--- src/core/vpic_pkg.sv ---
// vpic_pkg: instruction codes, widths and reset values of the controller
// assumes: nothing; every user writes vpic_pkg::name
package vpic_pkg;
  localparam int unsigned NUM_IRQ = 8;
  localparam int unsigned VEC_W = 3;
  localparam int unsigned CODE_W = 4;
  localparam logic [3:0] OP_LOAD_MASK = 4'hE;
  localparam logic [3:0] OP_READ_MASK = 4'h7;
  localparam logic [3:0] OP_CLEAR_MASK = 4'hC;
  localparam logic [3:0] OP_SET_MASK_ALL = 4'h8;
  localparam logic [3:0] OP_BIT_MASK_CLEAR = 4'hA;
  localparam logic [3:0] OP_BIT_MASK_SET = 4'hB;
  localparam logic [3:0] OP_LOAD_STATUS = 4'h9;
  localparam logic [3:0] OP_READ_STATUS = 4'h6;
  localparam logic [3:0] OP_REQ_ENABLE = 4'hF;
  localparam logic [3:0] OP_REQ_DISABLE = 4'hD;
  localparam logic [3:0] OP_READ_VECTOR = 4'h5;
  localparam logic [3:0] OP_CLEAR_ALL_PEND = 4'h1;
  localparam logic [3:0] OP_CLEAR_PEND_MASK = 4'h3;
  localparam logic [3:0] OP_CLEAR_PEND_BUS = 4'h2;
  localparam logic [3:0] OP_CLEAR_LAST_VEC = 4'h4;
  localparam logic [3:0] OP_MASTER_CLEAR = 4'h0;
  localparam logic [7:0] MASK_RESET = 8'h00;
  localparam logic [7:0] MASK_ALL = 8'hFF;
  localparam logic [7:0] PEND_RESET = 8'h00;
  localparam logic [2:0] STATUS_RESET = 3'h0;
  localparam logic [2:0] VEC_TOP = 3'h7;
  localparam logic REQ_EN_RESET = 1'b1;
endpackage : vpic_pkg

--- src/core/vpic_prio_if.sv ---
// vpic_prio_if: carries pending, mask and status into the encoder
// assumes: same clock domain on both sides, no timing inside
`timescale 1ns/100ps
interface vpic_prio_if;
  logic [7:0] pending;
  logic [7:0] mask;
  logic [2:0] status;
  logic [2:0] vector;
  logic hit;
  logic at_level;
  modport ctrl (output pending, output mask, output status,
    input vector, input hit, input at_level);
  modport enc (input pending, input mask, input status,
    output vector, output hit, output at_level);
endinterface : vpic_prio_if

--- src/core/vpic_prio_enc.sv ---
// vpic_prio_enc: highest unmasked pending index and level compare
// assumes: driven by vpic_ctrl over vpic_prio_if, purely combinational
`timescale 1ns/100ps
module vpic_prio_enc (
  vpic_prio_if.enc p
);
  logic [7:0] live;
  logic [2:0] idx;
  logic found;

  // ----------------------------------------------------------------
  // priority search, bit 7 highest
  // ----------------------------------------------------------------
  always_comb begin
    live = p.pending & ~p.mask;
    idx = 3'h0;
    found = 1'b0;
    for (int i = 0; i < 8; i++) begin
      if (live[i]) begin
        idx = 3'(i);
        found = 1'b1;
      end
    end
  end

  assign p.vector = idx;
  assign p.hit = found;
  assign p.at_level = found && (idx >= p.status);
endmodule : vpic_prio_enc

--- src/core/vpic_ctrl.sv ---
// vpic_ctrl: eight-input vectored priority interrupt controller top
// assumes: single clock, host drives code and buses synchronously,
// interrupt inputs and the latch bypass come from pins
`timescale 1ns/100ps
module vpic_ctrl (
  input wire logic i_clock,
  input wire logic i_reset_n,
  input wire logic i_instruction_enable_n,
  input wire logic [3:0] i_instruction_code,
  input wire logic [7:0] i_interrupt_inputs_n,
  input wire logic i_latch_bypass,
  input wire logic [7:0] i_mask_bus,
  output logic [7:0] o_mask_bus,
  output logic o_mask_bus_oe,
  input wire logic [2:0] i_status_bus,
  output logic [2:0] o_status_bus,
  output logic o_status_bus_oe,
  input wire logic i_group_enable_in,
  output logic o_lowest_group_enabled,
  output logic [2:0] o_vector_out,
  output logic o_vector_oe,
  output logic o_interrupt_request_out,
  output logic o_status_overflow
);
  // ----------------------------------------------------------------
  // pin synchronisers
  // ----------------------------------------------------------------
  logic ie_n_s1, ie_n;
  logic [3:0] code_s1, code;
  logic [7:0] irq_s1, irq_n;
  logic byp_s1, byp;
  logic [7:0] mbus_s1, mbus;
  logic [2:0] sbus_s1, sbus;
  logic ge_s1, ge;

  // instruction strobe and code
  always_ff @(posedge i_clock or negedge i_reset_n) begin
    if (!i_reset_n) begin
      ie_n_s1 <= 1'b1;
      ie_n <= 1'b1;
      code_s1 <= 4'h0;
      code <= 4'h0;
    end else begin
      ie_n_s1 <= i_instruction_enable_n;
      ie_n <= ie_n_s1;
      code_s1 <= i_instruction_code;
      code <= code_s1;
    end
  end

  // host data buses and group enable
  always_ff @(posedge i_clock or negedge i_reset_n) begin
    if (!i_reset_n) begin
      mbus_s1 <= 8'h00;
      mbus <= 8'h00;
      sbus_s1 <= 3'h0;
      sbus <= 3'h0;
      ge_s1 <= 1'b0;
      ge <= 1'b0;
    end else begin
      mbus_s1 <= i_mask_bus;
      mbus <= mbus_s1;
      sbus_s1 <= i_status_bus;
      sbus <= sbus_s1;
      ge_s1 <= i_group_enable_in;
      ge <= ge_s1;
    end
  end

  // interrupt sources and latch bypass
  always_ff @(posedge i_clock or negedge i_reset_n) begin
    if (!i_reset_n) begin
      irq_s1 <= 8'hFF;
      irq_n <= 8'hFF;
      byp_s1 <= 1'b0;
      byp <= 1'b0;
    end else begin
      irq_s1 <= i_interrupt_inputs_n;
      irq_n <= irq_s1;
      byp_s1 <= i_latch_bypass;
      byp <= byp_s1;
    end
  end

  // ----------------------------------------------------------------
  // state and decode
  // ----------------------------------------------------------------
  logic [7:0] pending;
  logic [7:0] mask;
  logic [2:0] status;
  logic [2:0] vec_hold;
  logic vec_clr_en;
  logic req_en;
  logic group_ff;
  logic overflow;
  logic go;
  logic [7:0] clr_pend;
  logic [7:0] set_pend;

  vpic_prio_if prio ();
  vpic_prio_enc u_enc (
    .p(prio)
  );
  assign prio.pending = pending;
  assign prio.mask = mask;
  assign prio.status = status;

  assign go = !ie_n;

  // ----------------------------------------------------------------
  // pending latches
  // ----------------------------------------------------------------
  // bypass mode follows the inputs as levels; otherwise sticky
  assign set_pend = ~irq_n;

  always_comb begin
    clr_pend = 8'h00;
    if (go) begin
      case (code)
        vpic_pkg::OP_CLEAR_ALL_PEND: clr_pend = 8'hFF;
        vpic_pkg::OP_MASTER_CLEAR: clr_pend = 8'hFF;
        vpic_pkg::OP_CLEAR_PEND_MASK: clr_pend = mask;
        vpic_pkg::OP_CLEAR_PEND_BUS: clr_pend = mbus;
        vpic_pkg::OP_CLEAR_LAST_VEC: begin
          if (vec_clr_en) begin
            clr_pend = 8'h01 << vec_hold;
          end
        end
        default: clr_pend = 8'h00;
      endcase
    end
  end

  // an arriving request wins over a simultaneous clear
  always_ff @(posedge i_clock or negedge i_reset_n) begin
    if (!i_reset_n) begin
      pending <= vpic_pkg::PEND_RESET;
    end else if (byp) begin
      pending <= set_pend;
    end else begin
      pending <= (pending & ~clr_pend) | set_pend;
    end
  end

  // ----------------------------------------------------------------
  // mask register
  // ----------------------------------------------------------------
  always_ff @(posedge i_clock or negedge i_reset_n) begin
    if (!i_reset_n) begin
      mask <= vpic_pkg::MASK_RESET;
    end else if (go) begin
      case (code)
        vpic_pkg::OP_LOAD_MASK: mask <= mbus;
        vpic_pkg::OP_CLEAR_MASK: mask <= vpic_pkg::MASK_RESET;
        vpic_pkg::OP_SET_MASK_ALL: mask <= vpic_pkg::MASK_ALL;
        vpic_pkg::OP_BIT_MASK_CLEAR: mask <= mask & ~mbus;
        vpic_pkg::OP_BIT_MASK_SET: mask <= mask | mbus;
        vpic_pkg::OP_MASTER_CLEAR: mask <= vpic_pkg::MASK_RESET;
        default: mask <= mask;
      endcase
    end
  end

  // ----------------------------------------------------------------
  // status register, group flop, overflow
  // ----------------------------------------------------------------
  always_ff @(posedge i_clock or negedge i_reset_n) begin
    if (!i_reset_n) begin
      status <= vpic_pkg::STATUS_RESET;
    end else if (go) begin
      case (code)
        vpic_pkg::OP_LOAD_STATUS: status <= sbus;
        vpic_pkg::OP_READ_VECTOR: status <= prio.vector + 3'h1;
        vpic_pkg::OP_MASTER_CLEAR: status <= vpic_pkg::STATUS_RESET;
        default: status <= status;
      endcase
    end
  end

  always_ff @(posedge i_clock or negedge i_reset_n) begin
    if (!i_reset_n) begin
      group_ff <= 1'b0;
    end else if (go) begin
      case (code)
        vpic_pkg::OP_LOAD_STATUS: group_ff <= ge;
        vpic_pkg::OP_MASTER_CLEAR: group_ff <= 1'b0;
        default: group_ff <= group_ff;
      endcase
    end
  end

  // overflow reflects the latest vector read until a load status or master clear
  always_ff @(posedge i_clock or negedge i_reset_n) begin
    if (!i_reset_n) begin
      overflow <= 1'b0;
    end else if (go) begin
      case (code)
        vpic_pkg::OP_LOAD_STATUS: overflow <= 1'b0;
        vpic_pkg::OP_READ_VECTOR: begin
          overflow <= (prio.vector == vpic_pkg::VEC_TOP);
        end
        vpic_pkg::OP_MASTER_CLEAR: overflow <= 1'b0;
        default: overflow <= overflow;
      endcase
    end
  end

  // ----------------------------------------------------------------
  // request enable
  // ----------------------------------------------------------------
  always_ff @(posedge i_clock or negedge i_reset_n) begin
    if (!i_reset_n) begin
      req_en <= vpic_pkg::REQ_EN_RESET;
    end else if (go) begin
      case (code)
        vpic_pkg::OP_REQ_ENABLE: req_en <= 1'b1;
        vpic_pkg::OP_REQ_DISABLE: req_en <= 1'b0;
        vpic_pkg::OP_MASTER_CLEAR: req_en <= 1'b1;
        default: req_en <= req_en;
      endcase
    end
  end

  // ----------------------------------------------------------------
  // vector hold and clear enable
  // ----------------------------------------------------------------
  always_ff @(posedge i_clock or negedge i_reset_n) begin
    if (!i_reset_n) begin
      vec_hold <= 3'h0;
    end else if (go && code == vpic_pkg::OP_READ_VECTOR) begin
      vec_hold <= prio.vector;
    end
  end

  // a clear of the last vector is honoured once per vector read
  always_ff @(posedge i_clock or negedge i_reset_n) begin
    if (!i_reset_n) begin
      vec_clr_en <= 1'b0;
    end else if (go && code == vpic_pkg::OP_READ_VECTOR) begin
      vec_clr_en <= 1'b1;
    end else if (go && code == vpic_pkg::OP_CLEAR_LAST_VEC) begin
      vec_clr_en <= 1'b0;
    end
  end

  // ----------------------------------------------------------------
  // read-back outputs, all registered
  // ----------------------------------------------------------------
  always_ff @(posedge i_clock or negedge i_reset_n) begin
    if (!i_reset_n) begin
      o_mask_bus <= 8'h00;
      o_mask_bus_oe <= 1'b0;
    end else begin
      o_mask_bus_oe <= go && code == vpic_pkg::OP_READ_MASK;
      o_mask_bus <= mask;
    end
  end

  always_ff @(posedge i_clock or negedge i_reset_n) begin
    if (!i_reset_n) begin
      o_status_bus <= 3'h0;
      o_status_bus_oe <= 1'b0;
    end else begin
      o_status_bus_oe <= go && code == vpic_pkg::OP_READ_STATUS;
      o_status_bus <= status;
    end
  end

  always_ff @(posedge i_clock or negedge i_reset_n) begin
    if (!i_reset_n) begin
      o_vector_out <= 3'h0;
      o_vector_oe <= 1'b0;
    end else begin
      o_vector_oe <= go && code == vpic_pkg::OP_READ_VECTOR;
      if (go && code == vpic_pkg::OP_READ_VECTOR) begin
        o_vector_out <= prio.vector;
      end
    end
  end

  // ----------------------------------------------------------------
  // request and flag outputs
  // ----------------------------------------------------------------
  always_ff @(posedge i_clock or negedge i_reset_n) begin
    if (!i_reset_n) begin
      o_interrupt_request_out <= 1'b0;
    end else begin
      o_interrupt_request_out <= prio.at_level && req_en;
    end
  end

  assign o_status_overflow = overflow;
  assign o_lowest_group_enabled = group_ff;
endmodule : vpic_ctrl

--- config.mk ---
export PLATFORM = sky130hd
export DESIGN_NAME = vpic_ctrl
export DESIGN_NICKNAME = d
export VERILOG_FILES = /design/src/core/vpic_pkg.sv /design/src/core/vpic_prio_if.sv /design/src/core/vpic_prio_enc.sv /design/src/core/vpic_ctrl.sv
export SDC_FILE = /design/constraint.sdc
export NUM_CORES = 1
export LEC_CHECK = 0
export BUFFER_PORTS_ARGS = -buffer_cell sky130_fd_sc_hd__buf_4
export CAP_MARGIN = 5
export CORE_AREA = 2 2 98 81
export CTS_CLUSTER_SIZE = 14
export DETAILED_ROUTE_END_ITERATION = 7
export DIE_AREA = 0 0 100 83
export PLACE_DENSITY = 0.69
export SYNTH_ARGS = -nofsm -noshare
export SYNTH_HDL_FRONTEND = slang
export SYNTH_SLANG_ARGS = --single-unit
--- constraint.sdc ---
create_clock -name i_clock -period 2.26 [get_ports i_clock]
set_input_delay 0.339 -clock i_clock [delete_from_list [all_inputs] [get_ports i_clock]]
set_output_delay 0.339 -clock i_clock [all_outputs]
set_load 0.05 [all_outputs]
======== Word level (Yosys, flattened, before mapping) ========
Index checks and enable logic that the tools add are counted.
W data, S select, Z words.
storage, ports and cells
  word-level logic and storage cells ...... 106
  output and inout port bits .............. 20
  bits of input ports ..................... 28
  flip-flop bits (word level) ............. 93
operators by class
  reduce and logical (&&, ||, !) cells .... 23
  magnitude comparators ................... 1
  bitwise operators ....................... 10
  add/subtract/negate cells ............... 1
  shifts and indexed selects .............. 1
  mux-type cells .......................... 26
  equality and inequality tests ........... 16
operators by type and width
  operator               number
  $pmux W8 S5            1
  $eq A4 B4 Y1 const B   8
  $not A8 Y8             4
  $pmux W8 S4            1
  $and A8 B8 Y8          3
  $mux W8                3
  $eq A4 B3 Y1 const B   4
  $or A8 B8 Y8           2
  $mux W3                4
  $mux W1                11
  $reduce_and A2 Y1      5
  $pmux W3 S3            1
  $eq A4 B2 Y1 const B   2
  $reduce_bool A2 Y1     4
  $reduce_or A2 Y1       4
  $shl A1 B3 Y8 const A  1
  $logic_and A1 B1 Y1    6
  $pmux W1 S2            3
  $reduce_bool A5 Y1     1
  $eq A4 B1 Y1 const B   1
  $logic_not A4 Y1       1
  $mux W2                2
  $add A3 B1 Y3 const B  1
  $eq A3 B3 Y1 const B   1
  4 further kinds        4

======== Longest topological paths before layout ========
Gate-level depths: netlist of the first run.
  word-level depth ........................ 12
  depth in mapped cells ................... 7
  mapped depth without buffers ............ 7

======== By module ========
From an unflattened synthesis of the first run, not the netlist that was laid out.
second synthesis, totals
  cell total of the unflattened synthesis .. 280
  area, all modules ....................... 3,684.8 sq um
by module, submodules not included
  module         area each (sq um)  cells an instance  times used
  vpic_ctrl      3,427.0            252                1
  vpic_prio_enc  257.7              28                 1

======== Worst setup path before layout of the first run ========
OpenSTA, ideal clock, no wires.
  path kind ............................... register to register
  start point ............................. register mask[6]
  end point ............................... register status[2], in the netlist prio.status[2]
  data required time ...................... 2,130 ps
  library setup time ...................... 130 ps
  stages on the path, launching flop included .. 8
  path slack .............................. 557 ps
  data arrival time ....................... 1,572 ps
  clock period less this slack ............ 1,703 ps
  path through ............................ dfrtp_1 -> nor2b_1 -> nor2_1 -> a211oi_2 -> nor2_1 -> ha_1 -> a221oi_1 -> a21oi_1
on the way
  word-level cells in the longest chain between the ends .. 6
RTL lines
  item                      RTL line             RTL
  start: declaration        vpic_ctrl.sv:89      logic [7:0] mask;
  start signal: assignment  vpic_ctrl.sv:150     mask <= vpic_pkg::MASK_RESET;
  start signal: assignment  vpic_ctrl.sv:153     vpic_pkg::OP_LOAD_MASK: mask <= mbus;
  start signal: assignment  vpic_ctrl.sv:154     vpic_pkg::OP_CLEAR_MASK: mask <= vpic_pkg::MASK_RESET;
  $not A8 Y8                vpic_prio_enc.sv:15  live = p.pending & ~p.mask;
  $and A8 B8 Y8             vpic_prio_enc.sv:15
  $mux W3 (2 in series)     vpic_prio_enc.sv:19  if (live[i]) begin
  $add A3 B1 Y3             vpic_ctrl.sv:173     vpic_pkg::OP_READ_VECTOR: status <= prio.vector + 3'h1;
  $pmux W3 S3               vpic_ctrl.sv:171     case (code)
  end signal: assignment    vpic_ctrl.sv:172     vpic_pkg::OP_LOAD_STATUS: status <= sbus;
  end signal: assignment    vpic_ctrl.sv:173
  end signal: assignment    vpic_ctrl.sv:174     vpic_pkg::OP_MASTER_CLEAR: status <= vpic_pkg::STATUS_RESET;
  end: declaration          vpic_ctrl.sv:90      logic [2:0] status;
Every way passes these cells.
A chain may end at the register's enable or synchronous reset.

======== Worst setup path in the final report of the first run ========
  start point ............................. register mask[2]
  end point ............................... register status[2], in the netlist prio.status[2]
on the way
  word-level cells in the longest chain between the ends .. 10
RTL lines
  item                   RTL line
  $not A8 Y8             vpic_prio_enc.sv:15
  $and A8 B8 Y8          vpic_prio_enc.sv:15
  $mux W2 (2 in series)  vpic_prio_enc.sv:19
  $mux W3 (4 in series)  vpic_prio_enc.sv:19
  $add A3 B1 Y3          vpic_ctrl.sv:173
  $pmux W3 S3            vpic_ctrl.sv:171
Every way passes these cells.

==> results of run 1 <==
==> flip-flops by register name, summed over array words and instances (netlist names), 4 cells and up <==
register and cells:
code 4, code_s1 4, irq_n 8, irq_s1 8, mask 8, mbus 8
mbus_s1 8, o_mask_bus 8, pending 8
==> repair_timing <==
item	in CTS	in global routing
endpoints found under the hold margin	30	0
resized for setup	0	0
hold buffers	1	0
==> stage by stage <==
step | cells | power, uW
after floorplan | 291 | 2580
after global placement | 427 | 2880
after detailed placement | 427 | 2900
after CTS | 444 | 3940
after global routing | 444 | 4110
final | 444 | 3900
==> cell usage after synthesis (2+ instances only) <==
master	number
ha_1	3
dfstp_2	19
o221ai_1	2
or2_1	2
o22ai_1	8
inv_2	2
o2bb2ai_1	2
buf_4	2
inv_1	6
nand2_1	12
nor2b_1	8
nor3_2	2
nand2b_1	21
nor2_1	19
nor3_1	6
nor3b_1	5
a21oi_1	37
buf_2	6
o21ai_0	4
mux2i_1	8
dfrtp_1	74
o21a_1	8
and3_1	2
o21ai_1	10
==> path summary, 6_finish.rpt <==
kind / end / slack (ps)
setup / recovery: prio.status[2] / 270
hold / removal: irq_s1[4] / 70
setup reg to reg: prio.status[2] / 270
hold reg to reg: mbus[5] / 360
max in group asynchronous: req_en / 1110
min in group asynchronous: mbus_s1[2] / 460
==> worst max-delay path, delay by kind of cell, from the launching register on <==
| kind | cells | cell delay, ps |
|---|---|---|
| compound gates | 3 | 740 |
| simple gates | 3 | 460 |
| flops | 1 | 440 |
| fa+ha+maj | 1 | 230 |
==> final cells by class <==
cell class | instances | area share [%]
clock inverters | 6 | 1.30
well taps | 90 | 2.66
inverters | 8 | 0.709
flip-flops and latches | 93 | 55.5
clock buffers | 10 | 3.01
repair buffers | 57 | 10.5
multi-input cells | 180 | 26.3
==> power by group through the flow <==
stage | registers [uW] | clock network [uW] | logic (uW)
finish | 2010 | 1030 | 855
global route | 2040 | 1140 | 929
CTS | 2010 | 1070 | 859
detailed placement | 2050 | 0 | 856
global placement | 2040 | 0 | 841
floorplan | 2270 | 0 | 313
==> cells by family after synthesis <==
logic type	Yosys count	synth area share, %
AOI/OAI and AO/OA	84	14.5
DFF	93	66.1
and+or+nand+nor	83	13.1
muxes	8	2.25
buffers and inverters	18	2.53
adders and majority gates	3	1.06
xor gates and xnor gates	2	0.493
==> per-layer routing <==
| metal | share of wire (%) | vias to the layer above | global-route usage [%] |
|---|---|---|---|
| met1 | 48 | 1132 | 25.2 |
| met4 | 1.1 | 0 | 5.23 |
| li1 | - | 1128 | - |
| met2 | 45 | 62 | 25.7 |
| met3 | 5.4 | 6 | 5.64 |
| met5 | 0 | - | 0 |
==> metrics.yaml, run 1 <==
cts:
  path_clk_slew_ps: 100
  clockBufferDepth: 2
  cts_max_level: 3
  cts_tree: "done"
  cts_sinks: 93
  root_buffer: "clkbuf_8"
  cts_buffers: 9
  clk_latency_ps: 360
  post-cts-setup-buffers: 0
setup_path:
  r2r-start: "mask[2]"
  worstPathCellList: "nand2b_1 -> a211oi_1 -> nor2_1 -> nor2_1 -> ha_1 -> a221oi_1 -> a21oi_1"
  required_ps: 2500
  crit_fanout: 5
  arrival_ps: 2230
  rr_worst_depth: 7
  slowest_stage: "dfrtp_1"
  worst_path_most_repeated_cell: "nor2_1"
  cp-start-kind: "register"
  startpoint: "mask[2]"
  critPathKind: "register to register"
  crit_path_max_incr_delay_ps: 440
  end_kind: "register"
global_routing:
  grt_remaining_overflow: 0
  antenna_found_initial: 0
  grt_max_degree: 43
  grt_usage_pct: 17.6
  first_global_vias: 2288
  grt_first_pass_wirelength_mm: 11.3
drt:
  drt-total-wl_mm: 6.69
  drtIter0Drc: 148
  first_pass_iters: 4
  drcViolationCount: 0
  vias_per_cell: 5.24
  vias: 2328
  wl_per_cell_um: 15.1
  ant_nets: 0
sta:
  maxSlewViolCount: 0
  post-route-min-period_ps: 1990
  setup_slack_ps: 269
  fin_crit_sh_pct: 88.1
  setup_viol: 0
  tightest_slew_ps: 784
  finalSetupTns_ps: 0
  hold_viol: 0
  rsz0062_at_grt: "false"
  skew_ps: 10.9
  timing.hold.ws_ps: 71.4
  maxSlewHeadroom_pct: 47.8
  max_freq_mhz: 502
layout:
  multi_input_area_sq_um: 1110
  final_cell_mix: "dfrtp_1, buf_4, a21oi_1"
  area_growth_pct: 19.1
  regArea_sq_um: 2350
  final_area_sq_um: 4230
  final_common_cell: "dfrtp_1"
  num_antenna_cells: 0
  layout.nets: 380
  drive_gt1_share_pct: 28.0
  final.fill_count: 608
  fin_util_pct: 58.1
synth:
  yosys.area.top_type_share_pct: 52.1
  yosysWarnings: 0
  syn_area_per_cell_sq_um: 12.2
  yosys-top-cells-area: "dfrtp_1, dfstp_2, a21oi_1"
  synth-edff-count: 0
  synthesis.area_sq_um: 3560
  ys_ff_latch: 93
  syn_inst: 291
  ys.flop_type: "dfrtp_1"
  syn_nets: 322
  yosysUniqueCellTypes: 47
  synthArstFlopShare_pct: 100
  seq_area_frac_synth_pct: 66.1
  synth_top_cell_by_area: "dfrtp_1"
die:
  initial_utilization_pct: 48.8
  ios: 48
  dieArea_sq_um: 8300
  die_y_um: 83
  die_x_um: 100
  core_area_sq_um: 7290
  rows: 28
placed_design:
  gp_congestion: 0.846
  place_ws_ps: 285
  portBuffers: 47
  dp_hpwl_mm: 4.76
  dpl_cell_area_sq_um: 4040
pwr:
  irDropWorstVdd_mv: 0.473
  p_int_uw: 2590
  sw_frac_of_total_pct: 33.6
  pwr-share-clk_pct: 26.5
  total_leakage_power_uw: 0.00188
  pwr-share-seq_pct: 51.6
  p_switching_uw: 1310
  combPwrFrac_pct: 21.9
  power_density_nw_per_um2: 922
min_path:
  hp-start: "i_interrupt_inputs_n[4]"
  hp-class: "input port to register"
  hold_depth: 1
run_status:
  status: "complete, no violations"
job:
  cap_violations: 0
(Power assumes the default switching activity.)
==> run 2: changes to the inputs <==
Settings changed: CTS_BUF_LIST set to sky130_fd_sc_hd__clkbuf_16.
==> metrics.yaml, run 2 (same netlist as run 1, synthesis figures left out) <==
sta:
  max_freq_mhz: 499
  hold_viol: 0
  fin_crit_sh_pct: 88.7
  rsz0062_at_grt: "false"
  setup_viol: 0
  post-route-min-period_ps: 2010
  skew_ps: 8.32
  tightest_slew_ps: 789
  setup_slack_ps: 255
  maxSlewHeadroom_pct: 47.4
  maxSlewViolCount: 0
  finalSetupTns_ps: 0
setup_path:
  r2r_setup_slack_ps: 250
  critPathKind: "register to register"
  r2r-start: "mask[2]"
  worstPathCellList: "nand2b_1 -> a211oi_1 -> nor2_1 -> nor2_1 -> ha_1 -> a221oi_1 -> a21oi_1"
  worst_path_most_repeated_cell: "nor2_1"
  critPathTopFamily: "compound AO/OA/AOI/OAI gates"
  end_kind: "register"
  crit_path_max_incr_delay_ps: 440
  r2r-end: "prio.status[2]"
  cp-start-kind: "register"
  crit_buf_inv: 0
  crit_fanout: 5
  rr_worst_depth: 7
  slowest_stage: "dfrtp_1"
  arrival_ps: 2220
  required_ps: 2480
cts:
  path_clk_slew_ps: 70
  cts_max_level: 3
  cts-hold-fix-buffers: 1
  cts_tree: "done"
  root_buffer: "clkbuf_16"
  clk_latency_ps: 340
  cts_sinks: 93
  post-cts-setup-buffers: 0
  clockBufferDepth: 2
  cts_resized: 0
  cts_buffers: 9
layout:
  final.fill_count: 592
  num_antenna_cells: 0
  area_growth_pct: 21.9
  final_cell_mix: "dfrtp_1, buf_4, a21oi_1"
  drive_gt1_share_pct: 28.0
  multi_input_area_sq_um: 1110
  final_common_cell: "dfrtp_1"
  layout.nets: 380
  regArea_sq_um: 2350
  final_area_sq_um: 4340
global_routing:
  grt_first_pass_wirelength_mm: 11.4
  grt_usage_pct: 17.5
  grtUsageMet3_pct: 4.38
  met2_usage_pct: 26.2
  antenna_found_initial: 0
  gr-max-usage-layer: "met2"
  first_global_vias: 2305
  grt_use_met1_pct: 25.0
  grt_max_degree: 43
  grt_remaining_overflow: 0
job:
  cap_violations: 0
die:
  core_area_sq_um: 7290
  die_y_um: 83
  rows: 28
  dieArea_sq_um: 8300
  initial_utilization_pct: 48.8
  ios: 48
  die_x_um: 100
min_path:
  min_to: "irq_s1[4]"
  hold_depth: 1
  hp-start: "i_interrupt_inputs_n[4]"
  hp-class: "input port to register"
pwr:
  irDropWorstVdd_mv: 0.499
  total_leakage_power_uw: 0.00193
  p_switching_uw: 1360
  sw_frac_of_total_pct: 31.7
  pwr-share-clk_pct: 33.1
  power_density_nw_per_um2: 991
  p_int_uw: 2930
  combPwrFrac_pct: 19.9
  pwr-share-seq_pct: 47.0
run_status:
  status: "complete, no violations"
drt:
  vias: 2354
  drt-total-wl_mm: 6.75
  vias_per_cell: 5.30
  drtIter0Drc: 132
  drcViolationCount: 0
  ant_nets: 0
  wl_per_cell_um: 15.2
  first_pass_iters: 4
placed_design:
  dp_hpwl_mm: 4.76
  gp_congestion: 0.846
  dpl_cell_area_sq_um: 4040
  portBuffers: 47
  place_ws_ps: 285
-- run 2: power groups by stage --
stage / Combinational (uW) / Clock [uW] / Sequential [uW]
global placement: 841 / 0 / 2040
finish: 856 / 1420 / 2020
CTS: 860 / 1460 / 2020
floorplan: 313 / 0 / 2270
global route: 930 / 1520 / 2040
detailed placement: 856 / 0 / 2050
-- run 2: final cells by class --
cell class              count  area share, %
well taps                  90           2.60
multi-input cells         180           25.7
inverters                   8          0.693
repair buffers             57           10.2
clock buffers               9           5.19
clock inverters             7           1.36
flip-flops and latches     93           54.2
-- run 2: per-layer routing --
layer / share of wire [%] / routed length [um]
met5: 0 / 0
met4: 1.3 / 85
met3: 4.4 / 300
met2: 47 / 3170
met1: 47 / 3200
-- run 2: through the flow --
stage,hold slack [ps],total power (uW),util [%],cells
final,98.6,4290,59.5,444
after global routing,86.2,4490,59.5,444
after CTS,89.2,4330,59.5,444
after detailed placement,314,2900,55.5,427
after global placement,307,2880,55.5,427
after floorplan,43.4,2580,-,291
-- run 2: worst max path at each step --
| stage | startpoint | end | slack (ps) | cells past startpoint |
|---|---|---|---|---|
| after floorplan | mask[6] | prio.status[2] | 560 | 7 |
| after global placement | mask[3] | o_interrupt_request_out | 380 | 7 |
| after detailed placement | mask[2] | prio.status[2] | 280 | 7 |
| after CTS | mask[2] | prio.status[2] | 270 | 7 |
| after global routing | mask[2] | prio.status[2] | 70 | 7 |
| final | mask[2] | prio.status[2] | 250 | 7 |
